==> config.mk <==
export PLATFORM = sky130hd
export DESIGN_NAME = eisc_ctrl
export DESIGN_NICKNAME = d
export VERILOG_FILES = /design/src/pkg/eisc_pkg.sv /design/src/rtl/eisc_detect.sv /design/src/rtl/eisc_prio.sv /design/src/rtl/eisc_ctrl.sv
export SDC_FILE = /design/constraint.sdc
export NUM_CORES = 1
export LEC_CHECK = 0
export BUFFER_PORTS_ARGS = -buffer_cell sky130_fd_sc_hd__buf_2
export CORE_ASPECT_RATIO = 0.75
export CORE_MARGIN = 2
export CORE_UTILIZATION = 58
export CTS_BUF_LIST = sky130_fd_sc_hd__clkbuf_4 sky130_fd_sc_hd__clkbuf_8
export DETAILED_ROUTE_END_ITERATION = 16
export GPL_ROUTABILITY_DRIVEN = 0
export GPL_TIMING_DRIVEN = 0
export PLACE_DENSITY_LB_ADDON = 0.12
export SETUP_SLACK_MARGIN = 0.2
export SYNTH_ARGS = -nofsm -noshare
export SYNTH_HDL_FRONTEND = slang
export SYNTH_SLANG_ARGS = --single-unit
==> constraint.sdc <==
create_clock -name clk_sys_i -period 1.9 [get_ports clk_sys_i]
set_input_delay 0.285 -clock clk_sys_i [delete_from_list [all_inputs] [get_ports clk_sys_i]]
set_output_delay 0.285 -clock clk_sys_i [all_outputs]
set_load 0.02 [all_outputs]
==> src/pkg/eisc_pkg.sv <==
`default_nettype none
package eisc_pkg;

  // ==========================================================================
  // Register offsets (byte addresses on the plain register port)
  localparam logic [7:0] ADDR_PRIO_0 = 8'h24;
  localparam logic [7:0] ADDR_PRIO_1 = 8'h25;
  localparam logic [7:0] ADDR_PRIO_2 = 8'h26;
  localparam logic [7:0] ADDR_PRIO_3 = 8'h27;
  localparam logic [7:0] ADDR_CTRL = 8'h28;
  localparam logic [7:0] ADDR_IRQ_STATUS = 8'h29;
  localparam logic [7:0] ADDR_IRQ_MASK = 8'h2a;

  // ==========================================================================
  // Reset values
  localparam logic [7:0] CTRL_RESET = 8'h00;
  localparam logic [7:0] PRIO_RESET = 8'hff;
  localparam logic [3:0] IRQ_RESET = 4'h0;

  // ==========================================================================
  // Control register fields
  localparam int CTRL_PB_SENSE_HI = 7;
  localparam int CTRL_PB_SENSE_LO = 6;
  localparam int CTRL_PB_INV = 5;
  localparam int CTRL_PAF_SENSE_HI = 4;
  localparam int CTRL_PAF_SENSE_LO = 3;
  localparam int CTRL_PA_INV = 2;
  localparam logic [7:0] CTRL_WRITABLE = 8'hfc;
  localparam logic [7:0] PRIO3_WRITABLE = 8'h0f;
  localparam logic [7:0] PRIO3_FIXED = 8'hf0;

  // ==========================================================================
  // Sensitivity encodings and masking level
  localparam logic [1:0] SENSE_FALL_LOW = 2'h0;
  localparam logic [1:0] SENSE_RISE = 2'h1;
  localparam logic [1:0] SENSE_FALL = 2'h2;
  localparam logic [1:0] SENSE_BOTH = 2'h3;
  localparam logic [1:0] MASK_LEVEL3 = 2'h3;
  localparam logic [1:0] PRIO_LEVEL0 = 2'h2;

  // ==========================================================================
  // Source indices
  localparam int SRC_PA = 0;
  localparam int SRC_PF = 1;
  localparam int SRC_PB = 2;
  localparam int SRC_PB4 = 3;
  localparam int NUM_SRC = 4;

endpackage
`default_nettype wire

==> src/rtl/eisc_detect.sv <==
`timescale 1ns/1ns
`default_nettype none
module eisc_detect (
  input wire logic clk_sys_i,
  input wire logic rst_b_i,
  input wire logic pin_i,
  input wire logic [1:0] sense_i,
  input wire logic invert_i,
  output logic hit_o
);

  typedef struct packed {
    logic prev;
  } eisc_det_state_t;

  eisc_det_state_t st;
  eisc_det_state_t next_st;
  logic lvl;
  logic rise;
  logic fall;

  // ==========================================================================
  // Edge and level decode
  always_comb begin
    next_st.prev = pin_i;
    // Inversion flips the pin, so level, rising and falling encodings swap polarity; both edges is unchanged
    lvl = pin_i ^ invert_i;
    rise = (pin_i & ~st.prev) ^ (invert_i & (pin_i ^ st.prev));
    fall = (~pin_i & st.prev) ^ (invert_i & (pin_i ^ st.prev));
    case (sense_i)
      eisc_pkg::SENSE_FALL_LOW: hit_o = fall | ~lvl;
      eisc_pkg::SENSE_RISE: hit_o = rise;
      eisc_pkg::SENSE_FALL: hit_o = fall;
      eisc_pkg::SENSE_BOTH: hit_o = rise | fall;
      default: hit_o = 1'b0;
    endcase
  end

  always_ff @(posedge clk_sys_i or negedge rst_b_i) begin
    if (!rst_b_i) begin
      st <= '0;
    end else begin
      st <= next_st;
    end
  end

endmodule
`default_nettype wire

==> src/rtl/eisc_prio.sv <==
`timescale 1ns/1ns
`default_nettype none
module eisc_prio (
  input wire logic clk_sys_i,
  input wire logic rst_b_i,
  input wire logic wr_i,
  input wire logic [7:0] wdata_i,
  input wire logic [7:0] writable_i,
  output logic [7:0] value_o
);

  typedef struct packed {
    logic [7:0] val;
  } eisc_prio_state_t;

  eisc_prio_state_t st;
  eisc_prio_state_t next_st;

  // ==========================================================================
  // Pairwise update; level 0 code keeps the old pair
  always_comb begin
    next_st = st;
    if (wr_i) begin
      for (int p = 0; p < 4; p++) begin
        if (wdata_i[2*p +: 2] != eisc_pkg::PRIO_LEVEL0 && writable_i[2*p]) begin
          next_st.val[2*p +: 2] = wdata_i[2*p +: 2];
        end
      end
    end
    value_o = st.val;
  end

  always_ff @(posedge clk_sys_i or negedge rst_b_i) begin
    if (!rst_b_i) begin
      st.val <= eisc_pkg::PRIO_RESET;
    end else begin
      st <= next_st;
    end
  end

endmodule
`default_nettype wire

==> src/rtl/eisc_ctrl.sv <==
// Our own choice: the strobed register port.
`timescale 1ns/1ns
`default_nettype none
module eisc_ctrl (
  input wire logic clk_sys_i,
  input wire logic rst_b_i,
  input wire logic [7:0] addr_i,
  input wire logic [7:0] wdata_i,
  input wire logic wr_i,
  input wire logic rd_i,
  output logic [7:0] rdata_o,
  input wire logic mask_level_hi_i,
  input wire logic mask_level_lo_i,
  input wire logic [3:0] src_porta_low_i,
  input wire logic [2:0] src_portf_i,
  input wire logic [3:0] src_portb_low_i,
  input wire logic src_portb_bit4_i,
  input wire logic [3:0] ack_i,
  output logic [3:0] pending_o,
  output logic irq_o
);

  // ==========================================================================
  // State
  typedef struct packed {
    logic [7:0] ctrl;
    logic [3:0] pending;
    logic [3:0] status;
    logic [3:0] mask;
    logic [7:0] rdata;
    logic irq;
  } eisc_state_t;

  eisc_state_t st;
  eisc_state_t next_st;

  logic [3:0] hit;
  logic [3:0] src_pin;
  logic [7:0] prio0;
  logic [7:0] prio1;
  logic [7:0] prio2;
  logic [7:0] prio3;
  logic at_level3;
  logic ctrl_wr;
  logic [7:0] ctrl_new;

  function automatic logic addr_hit(input logic [7:0] a, input logic [7:0] reg_addr);
    addr_hit = (a == reg_addr);
  endfunction

  // ==========================================================================
  // Source pins: a group drives its source low when any of its pins is low
  // Pins within a group are combined by AND so a low level on any pin counts as the group low
  assign src_pin[eisc_pkg::SRC_PA] = &src_porta_low_i;
  assign src_pin[eisc_pkg::SRC_PF] = &src_portf_i;
  assign src_pin[eisc_pkg::SRC_PB] = &src_portb_low_i;
  assign src_pin[eisc_pkg::SRC_PB4] = src_portb_bit4_i;

  assign at_level3 = ({mask_level_hi_i, mask_level_lo_i} == eisc_pkg::MASK_LEVEL3);
  assign ctrl_wr = wr_i && addr_hit(addr_i, eisc_pkg::ADDR_CTRL);

  // ==========================================================================
  // Edge detectors per source
  eisc_detect u_det_pa (
    .clk_sys_i(clk_sys_i),
    .rst_b_i(rst_b_i),
    .pin_i(src_pin[eisc_pkg::SRC_PA]),
    .sense_i(st.ctrl[eisc_pkg::CTRL_PAF_SENSE_HI:eisc_pkg::CTRL_PAF_SENSE_LO]),
    .invert_i(st.ctrl[eisc_pkg::CTRL_PA_INV]),
    .hit_o(hit[eisc_pkg::SRC_PA])
  );

  eisc_detect u_det_pf (
    .clk_sys_i(clk_sys_i),
    .rst_b_i(rst_b_i),
    .pin_i(src_pin[eisc_pkg::SRC_PF]),
    .sense_i(st.ctrl[eisc_pkg::CTRL_PAF_SENSE_HI:eisc_pkg::CTRL_PAF_SENSE_LO]),
    .invert_i(1'b0),
    .hit_o(hit[eisc_pkg::SRC_PF])
  );

  eisc_detect u_det_pb (
    .clk_sys_i(clk_sys_i),
    .rst_b_i(rst_b_i),
    .pin_i(src_pin[eisc_pkg::SRC_PB]),
    .sense_i(st.ctrl[eisc_pkg::CTRL_PB_SENSE_HI:eisc_pkg::CTRL_PB_SENSE_LO]),
    .invert_i(st.ctrl[eisc_pkg::CTRL_PB_INV]),
    .hit_o(hit[eisc_pkg::SRC_PB])
  );

  eisc_detect u_det_pb4 (
    .clk_sys_i(clk_sys_i),
    .rst_b_i(rst_b_i),
    .pin_i(src_pin[eisc_pkg::SRC_PB4]),
    .sense_i(st.ctrl[eisc_pkg::CTRL_PB_SENSE_HI:eisc_pkg::CTRL_PB_SENSE_LO]),
    .invert_i(1'b0),
    .hit_o(hit[eisc_pkg::SRC_PB4])
  );

  // ==========================================================================
  // Software priority registers
  eisc_prio u_prio0 (
    .clk_sys_i(clk_sys_i),
    .rst_b_i(rst_b_i),
    .wr_i(wr_i && addr_hit(addr_i, eisc_pkg::ADDR_PRIO_0)),
    .wdata_i(wdata_i),
    .writable_i(8'hff),
    .value_o(prio0)
  );

  eisc_prio u_prio1 (
    .clk_sys_i(clk_sys_i),
    .rst_b_i(rst_b_i),
    .wr_i(wr_i && addr_hit(addr_i, eisc_pkg::ADDR_PRIO_1)),
    .wdata_i(wdata_i),
    .writable_i(8'hff),
    .value_o(prio1)
  );

  eisc_prio u_prio2 (
    .clk_sys_i(clk_sys_i),
    .rst_b_i(rst_b_i),
    .wr_i(wr_i && addr_hit(addr_i, eisc_pkg::ADDR_PRIO_2)),
    .wdata_i(wdata_i),
    .writable_i(8'hff),
    .value_o(prio2)
  );

  // Upper nibble is hard wired to ones and never written
  eisc_prio u_prio3 (
    .clk_sys_i(clk_sys_i),
    .rst_b_i(rst_b_i),
    .wr_i(wr_i && addr_hit(addr_i, eisc_pkg::ADDR_PRIO_3)),
    .wdata_i(wdata_i),
    .writable_i(eisc_pkg::PRIO3_WRITABLE),
    .value_o(prio3)
  );

  // ==========================================================================
  // Next state
  always_comb begin
    next_st = st;
    // Writes outside level 3 are dropped whole: a partial update could arm a
    // half-changed sensitivity while interrupts are live
    ctrl_new = wdata_i & eisc_pkg::CTRL_WRITABLE;
    if (ctrl_wr && at_level3) begin
      next_st.ctrl = ctrl_new;
    end
    // Requests latch until acknowledged; a new hit beats the acknowledge
    next_st.pending = (st.pending & ~ack_i) | hit;
    if (ctrl_wr && at_level3 && (ctrl_new != st.ctrl)) begin
      next_st.pending = 4'h0;
    end
    // Sticky status: set wins over a write-one-to-clear in the same cycle
    next_st.status = st.status | hit;
    if (wr_i && addr_hit(addr_i, eisc_pkg::ADDR_IRQ_STATUS)) begin
      next_st.status = (st.status & ~wdata_i[3:0]) | hit;
    end
    if (wr_i && addr_hit(addr_i, eisc_pkg::ADDR_IRQ_MASK)) begin
      next_st.mask = wdata_i[3:0];
    end
    next_st.irq = |(next_st.status & next_st.mask);
    next_st.rdata = 8'h00;
    if (rd_i) begin
      case (addr_i)
        eisc_pkg::ADDR_PRIO_0: next_st.rdata = prio0;
        eisc_pkg::ADDR_PRIO_1: next_st.rdata = prio1;
        eisc_pkg::ADDR_PRIO_2: next_st.rdata = prio2;
        eisc_pkg::ADDR_PRIO_3: next_st.rdata = prio3 | eisc_pkg::PRIO3_FIXED;
        eisc_pkg::ADDR_CTRL: next_st.rdata = st.ctrl;
        eisc_pkg::ADDR_IRQ_STATUS: next_st.rdata = {4'h0, st.status};
        eisc_pkg::ADDR_IRQ_MASK: next_st.rdata = {4'h0, st.mask};
        default: next_st.rdata = 8'h00;
      endcase
    end
  end

  always_ff @(posedge clk_sys_i or negedge rst_b_i) begin
    if (!rst_b_i) begin
      st.ctrl <= eisc_pkg::CTRL_RESET;
      st.pending <= eisc_pkg::IRQ_RESET;
      st.status <= eisc_pkg::IRQ_RESET;
      st.mask <= eisc_pkg::IRQ_RESET;
      st.rdata <= 8'h00;
      st.irq <= 1'b0;
    end else begin
      st <= next_st;
    end
  end

  assign rdata_o = st.rdata;
  assign pending_o = st.pending;
  assign irq_o = st.irq;
endmodule
`default_nettype wire

==> flow_summary.toml, run 1 <==
[global_route]
antenna_found_initial = 0
grt_pass1_wl_mm = 13.4
grtUsageTotal = 0.277
overflow = 0
grt_max_degree = 60
grt_pass1_vias = 2746

[critical_path]
path_class = "in -> reg"
r2r_setup_slack_ps = 70
crit_required_ps = 2120
cp-start-kind = "input pin"
r2r-start = "u_det_pb.st"
r2r_end = "irq_o"
worst-path-max-fanout = 8
r2r_cells = 8
worstPathArrival_ps = 2070
end_kind = "flop"
crit_start = "addr_i[4]"

[finish]
drive_gt1_frac = 0.451
nFillCells = 372
multiInputGateArea_mm2 = 0.00180
area_growth_pct = 28.0
layout.area.seq_mm2 = 0.00152
final_nets = 453
n_antenna_cell = 0

[clock_tree]
cts_root_buffer = "clkbuf_8"
clkTransAtPathRegs_ps = 70
clk_latency_ps = 360
cts_hold_buf = 0
clockBufferDepth = 2
cts_buffers = 9
cts_tree = "built"
cts-htree-levels = 3
clock-sinks = 59

[timing]
final.period_utilization = 0.972
fin_skew_ps = 14.1
holdWs_ps = -1.30
min_period_ps = 1850
relSlewSlack = 0.513
rsz0062_at_grt = "yes"
final.setup.worst_slack_ps = 53.1
setup_violations = 0
setup_tns_ps = 0
worst_slew_pin_slew_ps = 731
final_hold_viol_count = 1
fmax_mhz = 541
slew_violations = 0

[detailed_routing]
via_per_inst = 5.83
drtAntennaViolNets = 0
drt-total-wl_mm = 8.49
via_count = 2826
drcViolationCount = 0
drt_iter0_drc = 247
wl_per_cell_um = 17.5
first_pass_iters = 5

[logic_synthesis]
synth-edff-count = 0
synthAdderAreaFrac = 0.0382
synth_compound_area_frac = 0.144
async_reset_ff_frac = 1.00
muxShareOfSynthArea = 0.0772
synth_fp_nets = 386
synthCells = 338
ys_warn_count = 0
synth-xor-area-share = 0.0214
ys_seq_elements = 59
synth_area_mm2 = 0.00327
synth-simple-area-share = 0.191
avgSynthCellArea_um2 = 9.68
synth_top_family_by_area = "simple AND/OR/NAND/NOR gates"
synth_ff_type = "dfrtp_1"
synth.distinct_cells = 49
ys_seq_area_frac = 0.462

[die]
die_height_um = 69.0
start_util = 0.608
coreArea_mm2 = 0.00538
ioPinCount = 51
fp-row-count = 23
die_w_um = 90.7
dieArea_mm2 = 0.00626

[power_and_ir_drop]
power_uw = 2800
ir_worst_vdd_uv = 502
p_leak_uw = 0.00181
pwr_density_cell_mw_per_mm2 = 669

[run]
max-cap-violations = 0

[min_path]
hold_class = "in -> async"

[placement]
port_buffers = 43
hpwl_mm = 5.57
pre_cts_ws_ps = -606

[status]
violations = "hold timing"
status = "finished with violations"
flip-flops by register name (all words and copies together) (netlist names):
register / flops
u_prio3.value_o: 4
irq_o: 1
u_det_pb.st: 1
u_det_pa.st: 1
u_prio2.value_o: 8
u_prio0.value_o: 8
rdata_o: 8
pending_o: 4
u_det_pf.st: 1
u_det_pb4.st: 1
st: 14
u_prio1.value_o: 8
worst max path at each step:
stage | cells after the start | end | slack [ps]
after floorplan | 6 | irq_o | -110
after global placement | 8 | u_prio2.value_o[2] | -540
after detailed placement | 8 | u_prio2.value_o[2] | -610
after CTS | 7 | irq_o | 70
after global routing | 8 | irq_o | -8
final | 7 | irq_o | 50
cells by family (layout without fill, tap and decap cells):
logic type	after synthesis	after routing
xor gates and xnor gates	8	8
muxes	20	20
AOI/OAI and AO/OA	73	73
buffers and inverters	43	115
and+or+nand+nor	125	125
DFF	59	59
adders and majority gates	10	10
area by class of cell:
class / count / area share
Buffer: 31 / 0.0496
Clock buffer: 9 / 0.0296
Clock inverter: 7 / 0.0182
Inverter: 12 / 0.0108
Multi-Input combinational cell: 236 / 0.429
Sequential cell: 59 / 0.362
Tap cell: 75 / 0.0224
Timing Repair Buffer: 56 / 0.0786
synthesized netlist by cell type, types with 3 or more instances:
master	n	area [µm²]
a21oi_1	25	125
a221oi_1	4	35.0
a22oi_1	3	22.5
a31oi_1	3	18.8
and3_1	7	43.8
buf_4	12	90.1
clkbuf_1	15	56.3
dfrtp_1	31	776
dfstp_2	28	736
ha_1	10	125
inv_1	12	45.0
mux2_2	12	135
mux2i_1	5	50.1
mux4_2	3	67.6
nand2_1	41	154
nand2b_1	14	87.6
nand3_1	3	15.0
nand4_1	6	37.5
nor2_1	35	131
nor2b_1	5	31.3
o21ai_0	17	85.1
o221ai_1	5	43.8
xnor2_1	4	35.0
xor2_1	4	35.0
power breakdown:
part	switching, µW	internal, µW	total (µW)
clock network	541	610	1150
logic	178	119	297
registers	28.2	1320	1350
metrics by stage:
stage          cell area [µm²]  hold slack [ps]   util  std cells
2_1_floorplan             3320            -10.6      -        338
3_3_place_gp              3620              425  0.674        456
3_5_place_dp              3620              427  0.674        456
4_1_cts                   4050             61.1  0.752        482
5_1_grt                   4190             47.0  0.778        485
6_report                  4190            -1.30  0.778        485
per-layer routing:
layer | vias to the layer above | part of all wire | track usage
li1 | 1317 | - | -
met1 | 1377 | 0.45 | 0.393
met2 | 121 | 0.47 | 0.420
met3 | 11 | 0.072 | 0.0852
met4 | 0 | 0.012 | 0.0684
met5 | - | 0 | 0
critical path: stages:
cell and delay (ps):
buf_6 90, or4b_4 530, buf_8 160, or4_4 410, a211o_1 300, a22oi_2 180
o221ai_2 110
timing repair:
| item | 4_1_cts | 5_1_grt |
|---|---|---|
| setup endpoints to repair | 45 | 42 |
| pin swaps | 5 | 18 |
| resized for setup | 33 | 43 |
| setup buffers | 10 | 3 |
cells in the final DEF, fill, tap and decap left out, types with 5 or more instances in the layout:
| master | n |
|---|---|
| a21oi_2 | 5 |
| o21ai_1 | 8 |
| nand4_1 | 6 |
| a21oi_1 | 20 |
| ha_1 | 5 |
| clkbuf_8 | 10 |
| buf_2 | 41 |
| nor2_1 | 35 |
| dfrtp_1 | 27 |
| buf_4 | 25 |
| mux2i_1 | 5 |
| clkbuf_1 | 10 |
| inv_1 | 11 |
| nand2_1 | 41 |
| dfstp_2 | 28 |
| mux2_2 | 12 |
| nand2b_1 | 13 |
| o21ai_2 | 7 |
No activity file was read; power rests on OpenSTA's default activity.
==> run 2: changes to the inputs <==
SYNTH_HIERARCHICAL = 1   (was not set)
==> run 2 against run 1 <==
Against the previous run: the flow now finishes without violations; first-iteration DRC count shrank 20%; combinational power grew 21%; global-route usage shrank 1.5 points; cell count grew 14%; clock-buffer cell count grew 2; highest routed layer unchanged.
==> flow_summary.toml, run 2 <==
[critical_path]
cp-start-kind = "flop"
path_delay_family = "compound AO/OA/AOI/OAI gates"
end_kind = "flop"
worstPathArrival_ps = 2020
crit_buf_inv = 2
worst-path-max-fanout = 4
cpMaxStageDelayCell = "dfrtp_1"
path_class = "reg -> reg"
crit_required_ps = 2130
r2r_setup_slack_ps = 110
critPathMaxStageDelay_ps = 390
path_cells = "inv_2, ha_4, nor2b_4, xor2_2, a221oi_2, a31oi_2, buf_4, a21oi_2, nor2_1"

[finish]
final_nets = 526
area_growth_pct = 26.8
n_antenna_cell = 0
regMostFlops = "st"
final_cell_mix = "buf_2 (49), conb_1 (36), dfstp_2 (28)"
final_core_util = 0.779
finalNonFillerCells = 551
drive_gt1_frac = 0.374
final_common_cell = "buf_2"
largest_reg_flops = 14

[timing]
setup_violations = 0
slew_violations = 0
fmax_mhz = 558
relSlewSlack = 0.504
fin_skew_ps = 5.47
worst_slew_pin_slew_ps = 744
min_period_ps = 1790
final.period_utilization = 0.944
rsz0062_at_grt = "yes"
final_hold_viol_count = 0

[clock_tree]
clkTransAtPathRegs_ps = 70
cts_root_buffer = "clkbuf_8"
clk_latency_ps = 340
cts_tree = "built"
cts-htree-levels = 3
clockBufferDepth = 2
clock-sinks = 59
cts_buffers = 9
cts_hold_buf = 0

[global_route]
grt_pass1_vias = 3016
grt_max_degree = 60
grt_pass1_wl_mm = 13.7
overflow = 0
antenna_found_initial = 0
grtUsageTotal = 0.263

[die]
fp-row-count = 24
start_util = 0.614
dieArea_mm2 = 0.00695
coreArea_mm2 = 0.00595
die_w_um = 95.6
ioPinCount = 51
die_height_um = 72.7

[min_path]
hold_class = "in -> async"

[placement]
hpwl_mm = 6.21
port_buffers = 49
placed_cells = 523

[detailed_routing]
drcViolationCount = 0
drtAntennaViolNets = 0
first_pass_iters = 5
via_count = 3111
wl_per_cell_um = 15.8
drt-total-wl_mm = 8.69
drt_iter0_drc = 198
via_per_inst = 5.65

[logic_synthesis]
synthCells = 362
ys_warn_count = 6
avgSynthCellArea_um2 = 10.1
synth_area_mm2 = 0.00365

[status]
status = "complete, no violations"

[power_and_ir_drop]
ir_worst_vdd_uv = 462
pwr_density_cell_mw_per_mm2 = 610
p_leak_uw = 0.00223

[run]
max-cap-violations = 0
==> run 2: layout make-up <==
type | count | area [µm²]
Clock buffer | 11 | 145
Timing Repair Buffer | 61 | 348
Tap cell | 78 | 97.6
Fill cell | 420 | 1320
Multi-Input combinational cell | 289 | 2230
Inverter | 28 | 105
Sequential cell | 59 | 1520
Clock inverter | 5 | 51.3
Buffer | 20 | 135
==> run 2: metal layers <==
metal | vias up | part of all wire | GRT usage
met3 | 15 | 0.061 | 0.0630
met1 | 1506 | 0.45 | 0.347
li1 | 1476 | - | -
met4 | 0 | 0.016 | 0.0889
met2 | 114 | 0.47 | 0.428
met5 | - | 0 | 0
==> run 2: metrics by stage <==
step | instance area, µm² | setup TNS, ps | hold WS [ps] | power, µW | setup WS, ps
3_5_place_dp | 4190 | -12400 | 440 | 1670 | -615
4_1_cts | 4530 | 0 | 76.4 | 2830 | 180
2_1_floorplan | 3840 | 0 | -10.6 | 1540 | 60.9
3_3_place_gp | 4190 | -10580 | 436 | 1660 | -573
5_1_grt | 4630 | 0 | 67.3 | 2940 | 27.2
6_report | 4630 | 0 | 4.96 | 2820 | 107
==> run 2: final timing paths <==
path / from / endpoint / depth (start not counted)
worst max-delay path: u_det_pa/st / pending_o[0] / 9
min in group clk_sys_i: src_portb_bit4_i / u_det_pb4/st / 1
worst max register to register: u_det_pa/st / pending_o[0] / 9
worst min register to register: u_prio2/value_o[2] / u_prio2/value_o[2] / 1
max in group asynchronous: rst_b_i / st[24] / 1
worst min-delay path: rst_b_i / pending_o[0] / 1
==> run 2: timing repair <==
action | in CTS | in global routing
gates resized for setup | 16 | 18
setup buffers | 11 | 1
pin swaps | 10 | 17
setup endpoints to repair | 41 | 31
hold endpoints to repair | 0 | 0
==> run 2: power breakdown <==
group	total (µW)	switching (µW)	internal [µW]
Combinational	358	210	148
Sequential	1330	22.1	1300
Clock	1140	490	649
==> run 3: changes to the inputs <==
CORE_UTILIZATION = 60   (was 58)
==> run 3 against run 2 <==
Against the previous run: the run now ends with hold timing left; setup slack got worse by 16 ps; sequential power about the same; largest cell class unchanged; power is 4.3% higher; register-to-register slack got worse by 20 ps; global-route usage increased by 1.8 points; critical path depth shrank 1.
==> flow_summary.toml, run 3 (synthesized netlist as in run 2, its figures left out) <==
[clock_tree]
clock-sinks = 59
clkTransAtPathRegs_ps = 70
cts_buffers = 9
cts_root_buffer = "clkbuf_8"
cts-htree-levels = 3
clk_latency_ps = 360
clockBufferDepth = 2
cts_tree = "built"

[finish]
final_cell_mix = "buf_2 (48), conb_1 (36), buf_4 (31)"
area_growth_pct = 30.5
largest_reg_flops = 14
finalNonFillerCells = 560
final_common_cell = "buf_2"
drive_gt1_frac = 0.390
final_nets = 535
regMostFlops = "st"
n_antenna_cell = 0

[run]
max-cap-violations = 0

[timing]
worst_slew_pin_slew_ps = 743
final.period_utilization = 0.952
min_period_ps = 1810
slew_violations = 0
setup_violations = 0
rsz0062_at_grt = "yes"
relSlewSlack = 0.505
final.setup.worst_slack_ps = 90.7
fin_skew_ps = 11.5
fmax_mhz = 553
final_hold_viol_count = 6
setup_tns_ps = 0
holdWs_ps = -11.2

[global_route]
overflow = 0
grt_max_degree = 60
antenna_found_initial = 0
grtUsageTotal = 0.281
grt_pass1_vias = 3096
grt_pass1_wl_mm = 14.4

[critical_path]
worstPathArrival_ps = 2020
crit_start = "u_det_pf/st"
path_cells = "inv_1, ha_2, nand2_1, nand2_1, a31oi_2, a31oi_4, o22ai_1, o2111ai_1"
r2r_cells = 8
crit_top_cell = "nand2_1"
end_kind = "flop"
cp-start-kind = "flop"
cp.depth = 8
path_class = "reg -> reg"
worst-path-max-fanout = 4
cpMaxStageDelayCell = "dfrtp_1"
crit_buf_inv = 1
critPathMaxStageDelay_ps = 400
path_delay_family = "compound AO/OA/AOI/OAI gates"
crit_required_ps = 2110
r2r-start = "u_det_pf/st"

[placement]
port_buffers = 49
pre_cts_ws_ps = -566
placed_cells = 523
hpwl_mm = 6.08

[detailed_routing]
via_per_inst = 5.83
drcViolationCount = 0
drt_iter0_drc = 377
drt-total-wl_mm = 9.79
drtAntennaViolNets = 0
wl_per_cell_um = 17.5
first_pass_iters = 7
via_count = 3263

[die]
coreArea_mm2 = 0.00586
dieArea_mm2 = 0.00673
ioPinCount = 51
die_w_um = 94.1
fp-row-count = 24
start_util = 0.624
die_height_um = 71.6

[power_and_ir_drop]
power_uw = 2950
p_leak_uw = 0.00229
ir_worst_vdd_uv = 418
pwr_density_cell_mw_per_mm2 = 618

[min_path]
hold_class = "in -> async"

[status]
violations = "hold timing"
status = "finished with violations"
-- run 3: cell count changes in the layout (fill, tap and decap cells not counted), sizes merged --
cell    delta
clkbuf     +4
clkinv     -2
inv        -1
buf        +8
-- run 3: worst reg2reg max path: stages (launching register included) --
cell and delay (ps):
dfrtp_1 400, inv_1 70, ha_2 320, nand2_1 110, nand2_1 90, a31oi_2 220, a31oi_4 140, o22ai_1 190
o2111ai_1 140
-- run 3: final cells by class --
| class | instances | area (µm²) |
|---|---|---|
| Multi-Input combinational cell | 289 | 2260 |
| Fill cell | 360 | 1090 |
| Timing Repair Buffer | 70 | 440 |
| Clock buffer | 14 | 180 |
| Tap cell | 78 | 97.6 |
| Buffer | 20 | 131 |
| Inverter | 28 | 105 |
| Clock inverter | 2 | 35.0 |
| Sequential cell | 59 | 1520 |
-- run 3: repair_timing --
action / CTS / global route
endpoints found under the setup margin: 40 / 34
hold buffers: 0 / 0
buffers inserted: 6 / 15
pin swaps: 10 / 13
gates resized for setup: 18 / 21
-- run 3: worst paths after layout --
path / end / slack, ps
min in group clk_sys_i: u_det_pb4/st / 90
max: irq_o / 90
max reg2reg: irq_o / 90
min reg2reg: u_prio3/value_o[0] / 510
max in group asynchronous: st[24] / 1360
min: pending_o[3] / -10
-- run 3: metrics by stage --
stage / area, µm² / utilization
6_report: 4770 / 0.814
5_1_grt: 4770 / 0.814
4_1_cts: 4520 / 0.772
3_5_place_dp: 4190 / 0.715
3_3_place_gp: 4190 / 0.715
2_1_floorplan: 3840 / -
-- run 3: report_power, final --
| group | internal [µW] | total [µW] | leakage, µW | switching (µW) |
|---|---|---|---|---|
| sequential | 1300 | 1330 | 0.000672 | 21.9 |
| combinational | 158 | 379 | 0.00151 | 221 |
| clock | 741 | 1240 | 0.000114 | 500 |
-- run 3: metal layers --
layer,global-route usage,vias to the layer above,part of all wire
met2,0.448,139,0.49
met4,0.110,0,0.015
met3,0.0705,21,0.070
li1,-,1496,-
met1,0.374,1607,0.42
met5,0,-,0
